<file path="src/design/link_regs_defs.vh">
// Summary of operation
// - Control bits 15:8 reserved, read zero.
// - extended_sync lengthens FTS, adds TS2 leaving L1.
// - common_clock_cfg read-write, resets to zero.
// - common_clock_cfg selects reported exit latencies.
// - retrain_request and link_off_request read zero.
// - completion_boundary_hint writable, no behavioural effect.
// - Control bit 2 reserved, reads zero.
// - active_pm_control enables L0s, L1, or both.
// - Status bits 15:13 reserved, read zero.
// - slot_clock_cfg shows common 100-MHz reference clock.
// - training_flag and retrain_flag_status read zero.
// - negotiated_width constantly reads single lane.
// - link_speed_field constantly reads 2.5 Gb/s.
`ifndef LINK_REGS_DEFS_VH
`define LINK_REGS_DEFS_VH
`define SERIAL_LINK_CONTROL_OFF 8'ha0
`define SERIAL_LINK_STATUS_OFF 8'ha2
`define CTRL_RESET 16'h0000
`define CTRL_WRITABLE_MASK 16'h00cb
`define CTRL_EXT_SYNC_BIT 7
`define CTRL_COMMON_CLK_BIT 6
`define CTRL_HINT_BIT 3
`define CTRL_ASPM_LSB 0
`define CTRL_EXT_SYNC_RESET 1'h0
`define CTRL_COMMON_CLK_RESET 1'h0
`define CTRL_HINT_RESET 1'h0
`define CTRL_ASPM_RESET 2'h0
`define STAT_SLOT_CLK_BIT 12
`define STAT_SLOT_CLK_RESET 1'h0
`define STAT_WIDTH_LSB 4
`define STAT_WIDTH_X1 6'h01
`define STAT_SPEED_LSB 0
`define STAT_SPEED_2G5 4'h1
`define RDATA_IDLE 16'h0000
`define ALLOW_RESET 1'h0
`define EXIT_LAT_RESET 3'h0
`define BASE_FTS_COUNT 8'h20
`define EXT_FTS_COUNT 8'hff
`endif

</file>
<file path="src/design/link_ctrl_decode.v">
`timescale 1ns/1ps
`default_nettype none
`include "link_regs_defs.vh"
module link_ctrl_decode (
    // Control value
    input wire [15:0] ctrl,
    // Latency candidates
    input wire [2:0] l0s_lat_common,
    input wire [2:0] l0s_lat_async,
    input wire [2:0] l1_lat_common,
    input wire [2:0] l1_lat_async,
    // Decoded settings
    output wire [7:0] fts_count,
    output wire extra_ts2,
    output wire l0s_allow,
    output wire l1_allow,
    output wire [2:0] l0s_lat,
    output wire [2:0] l1_lat
);
    assign fts_count = ctrl[`CTRL_EXT_SYNC_BIT] ? `EXT_FTS_COUNT : `BASE_FTS_COUNT;
    assign extra_ts2 = ctrl[`CTRL_EXT_SYNC_BIT];
    assign l0s_allow = ctrl[`CTRL_ASPM_LSB];
    assign l1_allow = ctrl[`CTRL_ASPM_LSB + 1];
    assign l0s_lat = ctrl[`CTRL_COMMON_CLK_BIT] ? l0s_lat_common : l0s_lat_async;
    assign l1_lat = ctrl[`CTRL_COMMON_CLK_BIT] ? l1_lat_common : l1_lat_async;
endmodule
`default_nettype wire

</file>
<file path="src/design/serial_link_ctrl_status_regs.v">
`timescale 1ns/1ps
`default_nettype none
`include "link_regs_defs.vh"
module serial_link_ctrl_status_regs (
    // Clock and reset
    input wire ref_clk,
    input wire arst_n,
    // Configuration access
    input wire cfg_wr,
    input wire cfg_rd,
    input wire [7:0] cfg_addr,
    input wire [15:0] cfg_wdata,
    input wire [1:0] cfg_be,
    output reg [15:0] cfg_rdata,
    // Platform strap and latency inputs
    input wire slot_clock_common,
    input wire [2:0] l0s_lat_common,
    input wire [2:0] l0s_lat_async,
    input wire [2:0] l1_lat_common,
    input wire [2:0] l1_lat_async,
    // Settings to the link layer
    output reg [7:0] fts_count,
    output reg extra_ts2,
    output reg l0s_allow,
    output reg l1_allow,
    output reg [2:0] l0s_exit_lat,
    output reg [2:0] l1_exit_lat,
    output reg completion_boundary_hint
);
    // Only these fields hold state; every other control bit is wired to zero.
    reg extended_sync;
    reg common_clock_cfg;
    reg hint_field;
    reg [1:0] active_pm_control;
    reg slot_clk;
    reg next_extended_sync;
    reg next_common_clock_cfg;
    reg next_hint_field;
    reg [1:0] next_active_pm_control;
    reg [15:0] next_rdata;
    wire ctrl_hit;
    wire status_hit;
    wire ctrl_write;
    wire [15:0] ctrl;
    wire [15:0] status;
    wire [7:0] dec_fts;
    wire dec_ts2;
    wire dec_l0s;
    wire dec_l1;
    wire [2:0] dec_l0s_lat;
    wire [2:0] dec_l1_lat;

    // Address decode is shared by the write and the read paths.
    function addr_match;
        input [7:0] addr;
        input [7:0] offset;
        begin
            addr_match = (addr == offset);
        end
    endfunction

    // Byte enable that covers a given bit of the 16-bit word.
    function lane_of;
        input [1:0] be;
        input integer pos;
        begin
            if (pos < 8) begin
                lane_of = be[0];
            end else begin
                lane_of = be[1];
            end
        end
    endfunction

    // A writable bit takes the new value only when its byte lane is enabled.
    function merge_bit;
        input old_bit;
        input new_bit;
        input lane_en;
        begin
            if (lane_en) begin
                merge_bit = new_bit;
            end else begin
                merge_bit = old_bit;
            end
        end
    endfunction

    // Moves a field value to its bit position inside a register word.
    function [15:0] place_field;
        input [15:0] value;
        input integer pos;
        begin
            place_field = value << pos;
        end
    endfunction

    // Fixed bits are never stored, so no write can make them read as one.
    function [15:0] ctrl_word_of;
        input sync_bit;
        input clk_bit;
        input hint_bit;
        input [1:0] pm_bits;
        begin
            ctrl_word_of = place_field({15'h0, sync_bit}, `CTRL_EXT_SYNC_BIT)
                | place_field({15'h0, clk_bit}, `CTRL_COMMON_CLK_BIT)
                | place_field({15'h0, hint_bit}, `CTRL_HINT_BIT)
                | place_field({14'h0, pm_bits}, `CTRL_ASPM_LSB);
        end
    endfunction

    // Status word: only the strap bit varies; width and speed are fixed codes.
    function [15:0] status_word_of;
        input slot;
        begin
            status_word_of = place_field({15'h0, slot}, `STAT_SLOT_CLK_BIT)
                | place_field({10'h0, `STAT_WIDTH_X1}, `STAT_WIDTH_LSB)
                | place_field({12'h0, `STAT_SPEED_2G5}, `STAT_SPEED_LSB);
        end
    endfunction

    // Read data drops back to zero whenever no read is asked for.
    function [15:0] read_select;
        input rd;
        input hit_ctrl;
        input hit_status;
        input [15:0] ctrl_val;
        input [15:0] status_val;
        begin
            if (!rd) begin
                read_select = `RDATA_IDLE;
            end else if (hit_ctrl) begin
                read_select = ctrl_val;
            end else if (hit_status) begin
                read_select = status_val;
            end else begin
                read_select = `RDATA_IDLE;
            end
        end
    endfunction

    assign ctrl_hit = addr_match(cfg_addr, `SERIAL_LINK_CONTROL_OFF);
    assign status_hit = addr_match(cfg_addr, `SERIAL_LINK_STATUS_OFF);
    // Writes to the status offset or any other address fall through untouched.
    assign ctrl_write = cfg_wr && ctrl_hit;
    assign ctrl = ctrl_word_of(extended_sync, common_clock_cfg, hint_field, active_pm_control);
    assign status = status_word_of(slot_clk);

    always @* begin
        next_extended_sync = extended_sync;
        if (ctrl_write) begin
            next_extended_sync = merge_bit(extended_sync, cfg_wdata[`CTRL_EXT_SYNC_BIT],
                lane_of(cfg_be, `CTRL_EXT_SYNC_BIT));
        end
    end

    always @* begin
        next_common_clock_cfg = common_clock_cfg;
        if (ctrl_write) begin
            next_common_clock_cfg = merge_bit(common_clock_cfg, cfg_wdata[`CTRL_COMMON_CLK_BIT],
                lane_of(cfg_be, `CTRL_COMMON_CLK_BIT));
        end
    end

    always @* begin
        next_hint_field = hint_field;
        if (ctrl_write) begin
            next_hint_field = merge_bit(hint_field, cfg_wdata[`CTRL_HINT_BIT],
                lane_of(cfg_be, `CTRL_HINT_BIT));
        end
    end

    always @* begin
        next_active_pm_control = active_pm_control;
        if (ctrl_write) begin
            next_active_pm_control[0] = merge_bit(active_pm_control[0], cfg_wdata[`CTRL_ASPM_LSB],
                lane_of(cfg_be, `CTRL_ASPM_LSB));
            next_active_pm_control[1] = merge_bit(active_pm_control[1], cfg_wdata[`CTRL_ASPM_LSB + 1],
                lane_of(cfg_be, `CTRL_ASPM_LSB + 1));
        end
    end

    always @* begin
        next_rdata = read_select(cfg_rd, ctrl_hit, status_hit, ctrl, status);
    end

    always @(posedge ref_clk or negedge arst_n) begin
        if (!arst_n) begin
            extended_sync <= `CTRL_EXT_SYNC_RESET;
        end else begin
            extended_sync <= next_extended_sync;
        end
    end

    always @(posedge ref_clk or negedge arst_n) begin
        if (!arst_n) begin
            common_clock_cfg <= `CTRL_COMMON_CLK_RESET;
        end else begin
            common_clock_cfg <= next_common_clock_cfg;
        end
    end

    always @(posedge ref_clk or negedge arst_n) begin
        if (!arst_n) begin
            hint_field <= `CTRL_HINT_RESET;
        end else begin
            hint_field <= next_hint_field;
        end
    end

    always @(posedge ref_clk or negedge arst_n) begin
        if (!arst_n) begin
            active_pm_control <= `CTRL_ASPM_RESET;
        end else begin
            active_pm_control <= next_active_pm_control;
        end
    end

    // The strap is taken on the clock, so status bit 12 trails it by one cycle.
    always @(posedge ref_clk or negedge arst_n) begin
        if (!arst_n) begin
            slot_clk <= `STAT_SLOT_CLK_RESET;
        end else begin
            slot_clk <= slot_clock_common;
        end
    end

    link_ctrl_decode u_dec (
        .ctrl(ctrl),
        .l0s_lat_common(l0s_lat_common),
        .l0s_lat_async(l0s_lat_async),
        .l1_lat_common(l1_lat_common),
        .l1_lat_async(l1_lat_async),
        .fts_count(dec_fts),
        .extra_ts2(dec_ts2),
        .l0s_allow(dec_l0s),
        .l1_allow(dec_l1),
        .l0s_lat(dec_l0s_lat),
        .l1_lat(dec_l1_lat)
    );

    always @(posedge ref_clk or negedge arst_n) begin
        if (!arst_n) begin
            cfg_rdata <= `RDATA_IDLE;
        end else begin
            cfg_rdata <= next_rdata;
        end
    end

    always @(posedge ref_clk or negedge arst_n) begin
        if (!arst_n) begin
            fts_count <= `BASE_FTS_COUNT;
        end else begin
            fts_count <= dec_fts;
        end
    end

    always @(posedge ref_clk or negedge arst_n) begin
        if (!arst_n) begin
            extra_ts2 <= `CTRL_EXT_SYNC_RESET;
        end else begin
            extra_ts2 <= dec_ts2;
        end
    end

    always @(posedge ref_clk or negedge arst_n) begin
        if (!arst_n) begin
            l0s_allow <= `ALLOW_RESET;
        end else begin
            l0s_allow <= dec_l0s;
        end
    end

    always @(posedge ref_clk or negedge arst_n) begin
        if (!arst_n) begin
            l1_allow <= `ALLOW_RESET;
        end else begin
            l1_allow <= dec_l1;
        end
    end

    always @(posedge ref_clk or negedge arst_n) begin
        if (!arst_n) begin
            l0s_exit_lat <= `EXIT_LAT_RESET;
        end else begin
            l0s_exit_lat <= dec_l0s_lat;
        end
    end

    always @(posedge ref_clk or negedge arst_n) begin
        if (!arst_n) begin
            l1_exit_lat <= `EXIT_LAT_RESET;
        end else begin
            l1_exit_lat <= dec_l1_lat;
        end
    end

    // Informational only; the port's own boundary stays at 128 bytes.
    always @(posedge ref_clk or negedge arst_n) begin
        if (!arst_n) begin
            completion_boundary_hint <= `CTRL_HINT_RESET;
        end else begin
            completion_boundary_hint <= hint_field;
        end
    end
endmodule
`default_nettype wire

</file>
<file path="config.mk">
export PLATFORM = sky130hd
export DESIGN_NAME = serial_link_ctrl_status_regs
export DESIGN_NICKNAME = d
export VERILOG_FILES = /design/src/design/link_ctrl_decode.v /design/src/design/serial_link_ctrl_status_regs.v
export VERILOG_INCLUDE_DIRS = /design/src /design/src/design
export SDC_FILE = /design/constraint.sdc
export NUM_CORES = 1
export LEC_CHECK = 0
export BUFFER_PORTS_ARGS = -buffer_cell sky130_fd_sc_hd__buf_4
export CAP_MARGIN = 20
export CORE_ASPECT_RATIO = 0.7
export CORE_MARGIN = 4
export CORE_UTILIZATION = 42
export CTS_BUF_LIST = sky130_fd_sc_hd__clkbuf_16
export CTS_CLUSTER_DIAMETER = 60
export DETAILED_ROUTE_END_ITERATION = 10
export PLACE_DENSITY = 0.83
export SYNTH_ARGS = -nofsm -noshare
export SYNTH_HDL_FRONTEND = slang
export SYNTH_HIERARCHICAL = 1
export SYNTH_SLANG_ARGS = --single-unit
</file>
<file path="constraint.sdc">
create_clock -name ref_clk -period 1 [get_ports ref_clk]
set_input_delay 0.1 -clock ref_clk [delete_from_list [all_inputs] [get_ports ref_clk]]
set_output_delay 0.1 -clock ref_clk [all_outputs]
set_load 0.01 [all_outputs]
</file>
# Word level (Yosys, flattened, before mapping)
# Index checks and enable logic that the tools add are counted.
[word_totals]
register_bits = 40
latch_bits = 0
mem_bits_rw = 0
mem_bits_ro = 0
in_bits = 43
output_inout_bits = 34
elab_cells = 27
mem_count = 0
[classes]
n_addsub = 0
n_mul = 0
n_div = 0
magnitude_cmp = 0
eq_ne = 2
shift = 0
n_mux = 7
bitwise = 3
reduce_logical = 2
[ops]
columns = ["operator", "count"]
rows = [
  ["$mux W13", 3],
  ["$eq A8 B8 Y1 const B", 2],
  ["$mux W8", 1],
  ["$or A8 B2 Y8", 1],
  ["$or A8 B4 Y8", 1],
  ["$or A8 B7 Y8", 1],
  ["$mux W3", 2],
  ["$reduce_and A2 Y1", 1],
  ["$logic_and A1 B1 Y1", 1],
  ["$mux W1", 1],
]

# Logic depth before layout (Yosys ltp)
# Gate-level depths: netlist of run 1.
[logic_depth]
ltp_word = 5
ltp_mapped = 3

# Hierarchy
# Netlist of run 1, hierarchy kept.
[modules_own_cells]
columns = ["mod", "instances", "cells_per_inst", "area_per_inst_um2"]
rows = [
  ["serial_link_ctrl_status_regs", 1, 64, 1033.5],
  ["link_ctrl_decode", 1, 19, 187.7],
]

# Worst setup path before layout of run 1
# No wires, ideal clock.
[synth_path]
path_type = "input port to flip-flop"
start = "input cfg_addr[0]"
end = "register active_pm_control[0]"
t_arrival_ns = 1.262
t_required_ns = 0.875
slack_ns = -0.387
stages = 3
n_path_buf = 0
path_cell_list = "or4_4 -> nor3_4 -> mux2_2"
[synth_via]
elab_chain_len = 3
[synth_lines]
columns = ["item", "line_no", "source"]
rows = [
  ["from (decl)", "serial_link_ctrl_status_regs.v:11", "input wire [7:0] cfg_addr,"],
  ["$eq A8 B8 Y1", "serial_link_ctrl_status_regs.v:58", "addr_match = (addr == offset);"],
  ["$logic_and A1 B1 Y1", "serial_link_ctrl_status_regs.v:145", "assign ctrl_write = cfg_wr && ctrl_hit;"],
  ["$reduce_and A2 Y1 (no line)", "-", ""],
  ["to (signal assigned)", "serial_link_ctrl_status_regs.v:213", "active_pm_control <= `CTRL_ASPM_RESET;"],
  ["to (signal assigned)", "serial_link_ctrl_status_regs.v:215", "active_pm_control <= next_active_pm_control;"],
  ["to (decl)", "serial_link_ctrl_status_regs.v:34", "reg [1:0] active_pm_control;"],
]
# Every way passes these cells.
# A chain may end at the register's enable or synchronous reset.

# Worst setup path in the final report of run 1
[layout_path]
start = "input cfg_addr[2]"
end = "register hint_field"
[layout_via]
elab_chain_len = 3
[layout_lines]
columns = ["item", "line_no", "source"]
rows = [
  ["$eq A8 B8 Y1", "serial_link_ctrl_status_regs.v:58", ""],
  ["$logic_and A1 B1 Y1", "serial_link_ctrl_status_regs.v:145", ""],
  ["$reduce_and A2 Y1 (no line)", "-", ""],
  ["to (signal assigned)", "serial_link_ctrl_status_regs.v:205", "hint_field <= `CTRL_HINT_RESET;"],
  ["to (signal assigned)", "serial_link_ctrl_status_regs.v:207", "hint_field <= next_hint_field;"],
  ["to (decl)", "serial_link_ctrl_status_regs.v:33", "reg hint_field;"],
]
# Every way passes these cells.

==> impl_metrics.tcl, run 1 <==
set metrics [dict create \
    grt_pass1_wl_mm 3.68 \
    final.setup.worst_slack_ns -0.194 \
    clock_path_buffers 2 \
    post_synth.cell_area_avg_um2 14.7 \
    vias 749 \
    die_h_um 53.1 \
    avgRoutedWirePerCell_um 13.6 \
    timing.final.crit_period_ns 1.19 \
    p_int_mw 2.33 \
    hold_slack_ns 0.0656 \
    yosys_warnings 6 \
    fin_tns_setup_ns -1.50 \
    crit_required_ns 1.15 \
    diodes 0 \
    max_cap_viol_count 0 \
    rsz0062_at_grt "true" \
    clock_skew_ns 0.00285 \
    numCtsBuffers 5 \
    outcome "complete, but fails checks" \
    post-route-drc-count 0 \
    hold_viol_final 0 \
    critPathMaxStageDelay_ns 0.54 \
    start_util_pct 43.9 \
    p_switching_mw 0.553 \
    h-tree-depth 2 \
    critPathTopFamily "simple AND/OR/NAND/NOR gates" \
    slew_viol_final 0 \
    post-route-util_pct 64.7 \
    p_leak_nw 0.969 \
    setup_viol 15 \
    path_buf_inv 2 \
    grt_pass1_vias 820 \
    track_usage_pct 13.7 \
    synth_cell_types 16 \
    rrSetupSlack_ns -0.04 \
    antenna_found_initial 0 \
    seqPwrFrac_pct 45.5 \
    hold_class "input port to flop" \
    layout_common_cells "buf_4, dfrtp_1, mux2_4, conb_1" \
    dieArea_um2 3850 \
    failed_checks "setup timing" \
    worst_path_max_delay_cell "or4_4" \
    p_clk_share_pct 45.4 \
    powerDensity_nw_per_um2 1600 \
    grt_max_degree 32 \
    rr_endpoint "l1_exit_lat[2]$_DFF_PN0_" \
    die-width_um 72.5 \
    clk_latency_ns 0.27 \
    cp.depth 5 \
    via_per_inst 4.26 \
    overflow 0 \
    r2r.worst_path.cells 1 \
    p_sw_share_pct 19.2 \
    yosysSeqAreaShare_pct 63.6 \
    cts_tree "yes" \
    root_buffer "clkbuf_16" \
    rows 16 \
    fin_cells 176 \
    placed_cells 167 \
    layout_commonest_cell "buf_4" \
    ir_drop_mv 0.903 \
    clkSinkCount 31 \
    cp_max_fo 3 \
    rr_startpoint "common_clock_cfg$_DFFE_PN0P_" \
    clk_pin_slew_worst_paths_ns 0.05 \
    wirelength_mm 2.40 \
    worst_setup_path_end_kind "flop" \
    worstSetupEndpoint "hint_field$_DFFE_PN0P_" \
    start_kind "input port" \
    area_growth_pct 47.5 \
    postSynthCellCount 83 \
    crit_chain "buf_6 -> or4_4 -> nor3_4 -> buf_6 -> mux2_4" \
    hold_path_depth 2 \
    dp_hpwl_mm 1.86 \
    fin_nets 184 \
    combPwrFrac_pct 9.2 \
    drive_gt1_share_pct 60.7 \
    syn_area_um2 1220 \
    min_period_over_period_pct 119 \
    crit_type "input port to flop" \
    io_pins 77 \
    place_congestion 0.715 \
    drtAntennaViolNets 0 \
    core_area_um2 2780 \
    cp-startpoint "cfg_addr[2]" \
    drtIter0Drc 13 \
    ys_seq_elements 31 \
    drt-pass1-iter-count 2 \
    cp.arrival_ns 1.34 \
    cp_common_cell "buf_6" \
    io_buffers 55 \
    max_freq_mhz 838 \
]
[cell families after synthesis]
family | Yosys count | share of synthesized area (%)
flip-flops | 31 | 63.6
buffers and inverters | 24 | 14.1
AND/OR/NAND/NOR | 15 | 9.63
multiplexers | 11 | 12.0
other | 2 | 0.615
[synth_stat cells]
cell type   n  area, um^2
and2_1      4        25.0
buf_4      20         150
buf_6       1        11.3
conb_1      2        7.51
dfrtp_1    30         751
dfstp_2     1        26.3
inv_1       3        11.3
mux2_2      5        56.3
mux2_4      6        90.1
nand2_1     1        3.75
nand4bb_4   1        27.5
nor2_1      3        11.3
nor3_1      2        10.0
nor3_4      1        16.3
or3_1       2        12.5
or4_4       1        11.3
[layer usage]
| metal | track usage [%] | vias to the layer above | part of all wire (%) |
|---|---|---|---|
| met3 | 7.59 | 7 | 13 |
| met1 | 12.4 | 350 | 31 |
| li1 | - | 351 | - |
| met2 | 25.1 | 41 | 55 |
| met5 | 0 | - | 0 |
| met4 | 6.44 | 0 | 1.8 |
[power by group through the flow]
stage | registers [mW] | logic (mW) | clock network [mW]
after floorplan | 1.34 | 0.110 | 0
after global placement | 1.33 | 0.239 | 0
after detailed placement | 1.33 | 0.252 | 0
after CTS | 1.31 | 0.268 | 1.34
after global routing | 1.31 | 0.289 | 1.39
final | 1.31 | 0.264 | 1.31
[repair_timing]
action | CTS | global route
gates resized for setup | 10 | 1
setup buffers | 1 | 0
endpoints found under the setup margin | 15 | 16
endpoints found under the hold margin | 31 | 0
pin swaps | 2 | 1
hold buffers | 2 | 0
[how the worst min path moves through the flow]
stage / start / end / slack [ns]
2_1_floorplan: arst_n / active_pm_control[0]$_DFFE_PN0P_ / -0.20
3_3_place_gp: arst_n / fts_count[7]$_DFF_PN0_ / 0.03
3_5_place_dp: arst_n / cfg_rdata[0]$_DFF_PN0_ / 0.05
4_1_cts: cfg_wdata[6] / common_clock_cfg$_DFFE_PN0P_ / 0.06
5_1_grt: cfg_wdata[1] / active_pm_control[1]$_DFFE_PN0P_ / 0.06
6_report: cfg_wdata[1] / active_pm_control[1]$_DFFE_PN0P_ / 0.07
[stage by stage]
stage                     area [um^2]  power [mW]  worst slack (ns)
after floorplan                  1260        1.45            -0.319
after global placement           1600        1.57            -0.490
after detailed placement         1600        1.58            -0.530
after CTS                        1800        2.91            -0.254
after global routing             1800        3.00            -0.240
final                            1800        2.88            -0.194
[area by class of cell]
| cell class | instances | area, um^2 |
|---|---|---|
| fill | 224 | 981 |
| sequential | 31 | 777 |
| timing repair buffer | 64 | 504 |
| multi-input combinational | 36 | 335 |
| clock buffer | 5 | 125 |
| tap | 36 | 45.0 |
| inverter | 3 | 11.3 |
| clock inverter | 1 | 3.75 |
[registers in the layout, summed over array words and instances (netlist names), 2 cells and up]
name	flops
fts_count	8
cfg_rdata	7
l0s_exit_lat	3
l1_exit_lat	3
active_pm_control	2
(Power assumes the default switching activity.)
==> inputs of run 2 (changes only) <==
Settings changed: BUFFER_PORTS_ARGS -buffer_cell sky130_fd_sc_hd__buf_4 to not set, CORE_UTILIZATION 42 to 53, DONT_BUFFER_PORTS set to 1, PLACE_DENSITY 0.83 to 0.72.
==> impl_metrics.tcl, run 2 (synthesis gave the netlist of run 1 again) <==
set metrics [dict create \
    outcome "complete, but fails checks" \
    pre_cts_ws_ns -0.401 \
    hold_slack_ns 0.0836 \
    placed_cells 105 \
    fin_cells 135 \
    layout_commonest_cell "dfrtp_1" \
    start_util_pct 56.2 \
    crit_type "input port to flop" \
    drtAntennaViolNets 0 \
    post-route-util_pct 71.3 \
    crit_required_ns 1.14 \
    setup_viol 11 \
    place_congestion 0.673 \
    final.setup.worst_slack_ns -0.0831 \
    avgRoutedWirePerCell_um 15.1 \
    grt_pass1_wl_mm 2.99 \
    wirelength_mm 2.04 \
    top_register "fts_count" \
    seq_area_um2 777 \
    fin_area_um2 1550 \
    layout_common_cells "dfrtp_1, dlygate4sd3_1, mux2_4, conb_1, clkbuf_16" \
    ir_drop_mv 1.01 \
    io_pins 77 \
    rows 14 \
    fin_nets 145 \
    clock_path_buffers 2 \
    diodes 0 \
    largest_reg_flops 8 \
    fin_tns_setup_ns -0.502 \
    p_clk_share_pct 47.3 \
    drtIter0Drc 17 \
    clk_latency_ns 0.26 \
    core_area_um2 2170 \
    place_area_um2 1160 \
    hold_viol_final 0 \
    design_power_total_mw 2.84 \
    max_cap_viol_count 0 \
    area_growth_pct 26.8 \
    clkSinkCount 31 \
    dieArea_um2 3150 \
    die_h_um 48.2 \
    cts_tree "yes" \
    vias 602 \
    start_kind "input port" \
    combPwrFrac_pct 6.1 \
    nFillCells 155 \
    timing.final.crit_period_ns 1.08 \
    worst_setup_path_end_kind "flop" \
    grt_max_degree 32 \
    dp_hpwl_mm 1.29 \
    slew_viol_final 0 \
    rsz0062_at_grt "true" \
    powerDensity_nw_per_um2 1830 \
    top_regs "fts_count: 8 flops, cfg_rdata: 7 flops" \
    h-tree-depth 2 \
    p_sw_share_pct 19.6 \
    clock_skew_ns 0.00233 \
    io_buffers 0 \
    failed_checks "setup timing" \
    grt_pass1_vias 604 \
    post-route-drc-count 0 \
    drive_gt1_share_pct 26.2 \
    cp.arrival_ns 1.23 \
    clk_pin_slew_worst_paths_ns 0.05 \
    numCtsBuffers 5 \
    root_buffer "clkbuf_16" \
    p_int_mw 2.29 \
    hold_class "input port to flop" \
    min_period_over_period_pct 108 \
    die-width_um 65.4 \
    track_usage_pct 14.1 \
    cp_max_fo 5 \
    via_per_inst 4.46 \
    p_switching_mw 0.556 \
    max_freq_mhz 923 \
    overflow 0 \
    antenna_found_initial 0 \
    seqPwrFrac_pct 46.6 \
    drt-pass1-iter-count 3 \
    p_leak_nw 0.762 \
    multi_input_area_um2 330 \
]
-- run 2: cell types whose count changed in the layout (fill, tap and decap cells not counted), sizes merged --
cell | before | now
buf | 62 | 5
clkinv | 0 | 2
dlygate4sd3 | 2 | 20
-- run 2: what timing repair did --
action,CTS,global route
hold endpoints to repair,46,0
hold buffers,21,0
endpoints found under the setup margin,11,11
pin swaps,2,2
gates cloned,0,0
resized for setup,6,0
buffers inserted,1,0
-- run 2: layout make-up --
| class | instances | share of cell area [%] |
|---|---|---|
| Sequential cell | 31 | 50.2 |
| Clock buffer | 5 | 8.08 |
| Clock inverter | 3 | 0.727 |
| Tap cell | 32 | 2.58 |
| Inverter | 3 | 0.727 |
| Multi-Input combinational cell | 36 | 21.3 |
| Timing Repair Buffer | 25 | 16.4 |
-- run 2: critical path, stage by stage --
cell    delay [ns]
or4_4         0.53
nor3_4        0.13
buf_6         0.16
mux2_4        0.30
-- run 2: final timing paths --
kind / from / to / slack (ns) / depth (start not counted)
max: cfg_addr[0] / active_pm_control[1]$_DFFE_PN0P_ / -0.08 / 4
min reg2reg: hint_field$_DFFE_PN0P_ / completion_boundary_hint$_DFF_PN0_ / 0.39 / 0
max reg2reg: common_clock_cfg$_DFFE_PN0P_ / l0s_exit_lat[1]$_DFF_PN0_ / -0.02 / 1
max in group asynchronous: arst_n / fts_count[5]$_DFF_PN1_ / 0.48 / 2
min: cfg_rd / cfg_rdata[12]$_DFF_PN0_ / 0.08 / 3
min in group asynchronous: arst_n / fts_count[1]$_DFF_PN0_ / 0.28 / 2
-- run 2: routing by layer --
layer | routed length [um] | track usage [%]
met1 | 668 | 12.7
met2 | 1200 | 28.0
met3 | 173 | 8.06
met4 | 0 | 3.72
met5 | 0 | 0
-- run 2: power by group through the flow --
stage	Combinational (mW)	Clock (mW)	Sequential [mW]
after floorplan	0.110	0	1.34
after global placement	0.0691	0	1.34
after detailed placement	0.0707	0	1.34
after CTS	0.171	1.37	1.33
after global routing	0.188	1.44	1.33
final	0.172	1.34	1.32
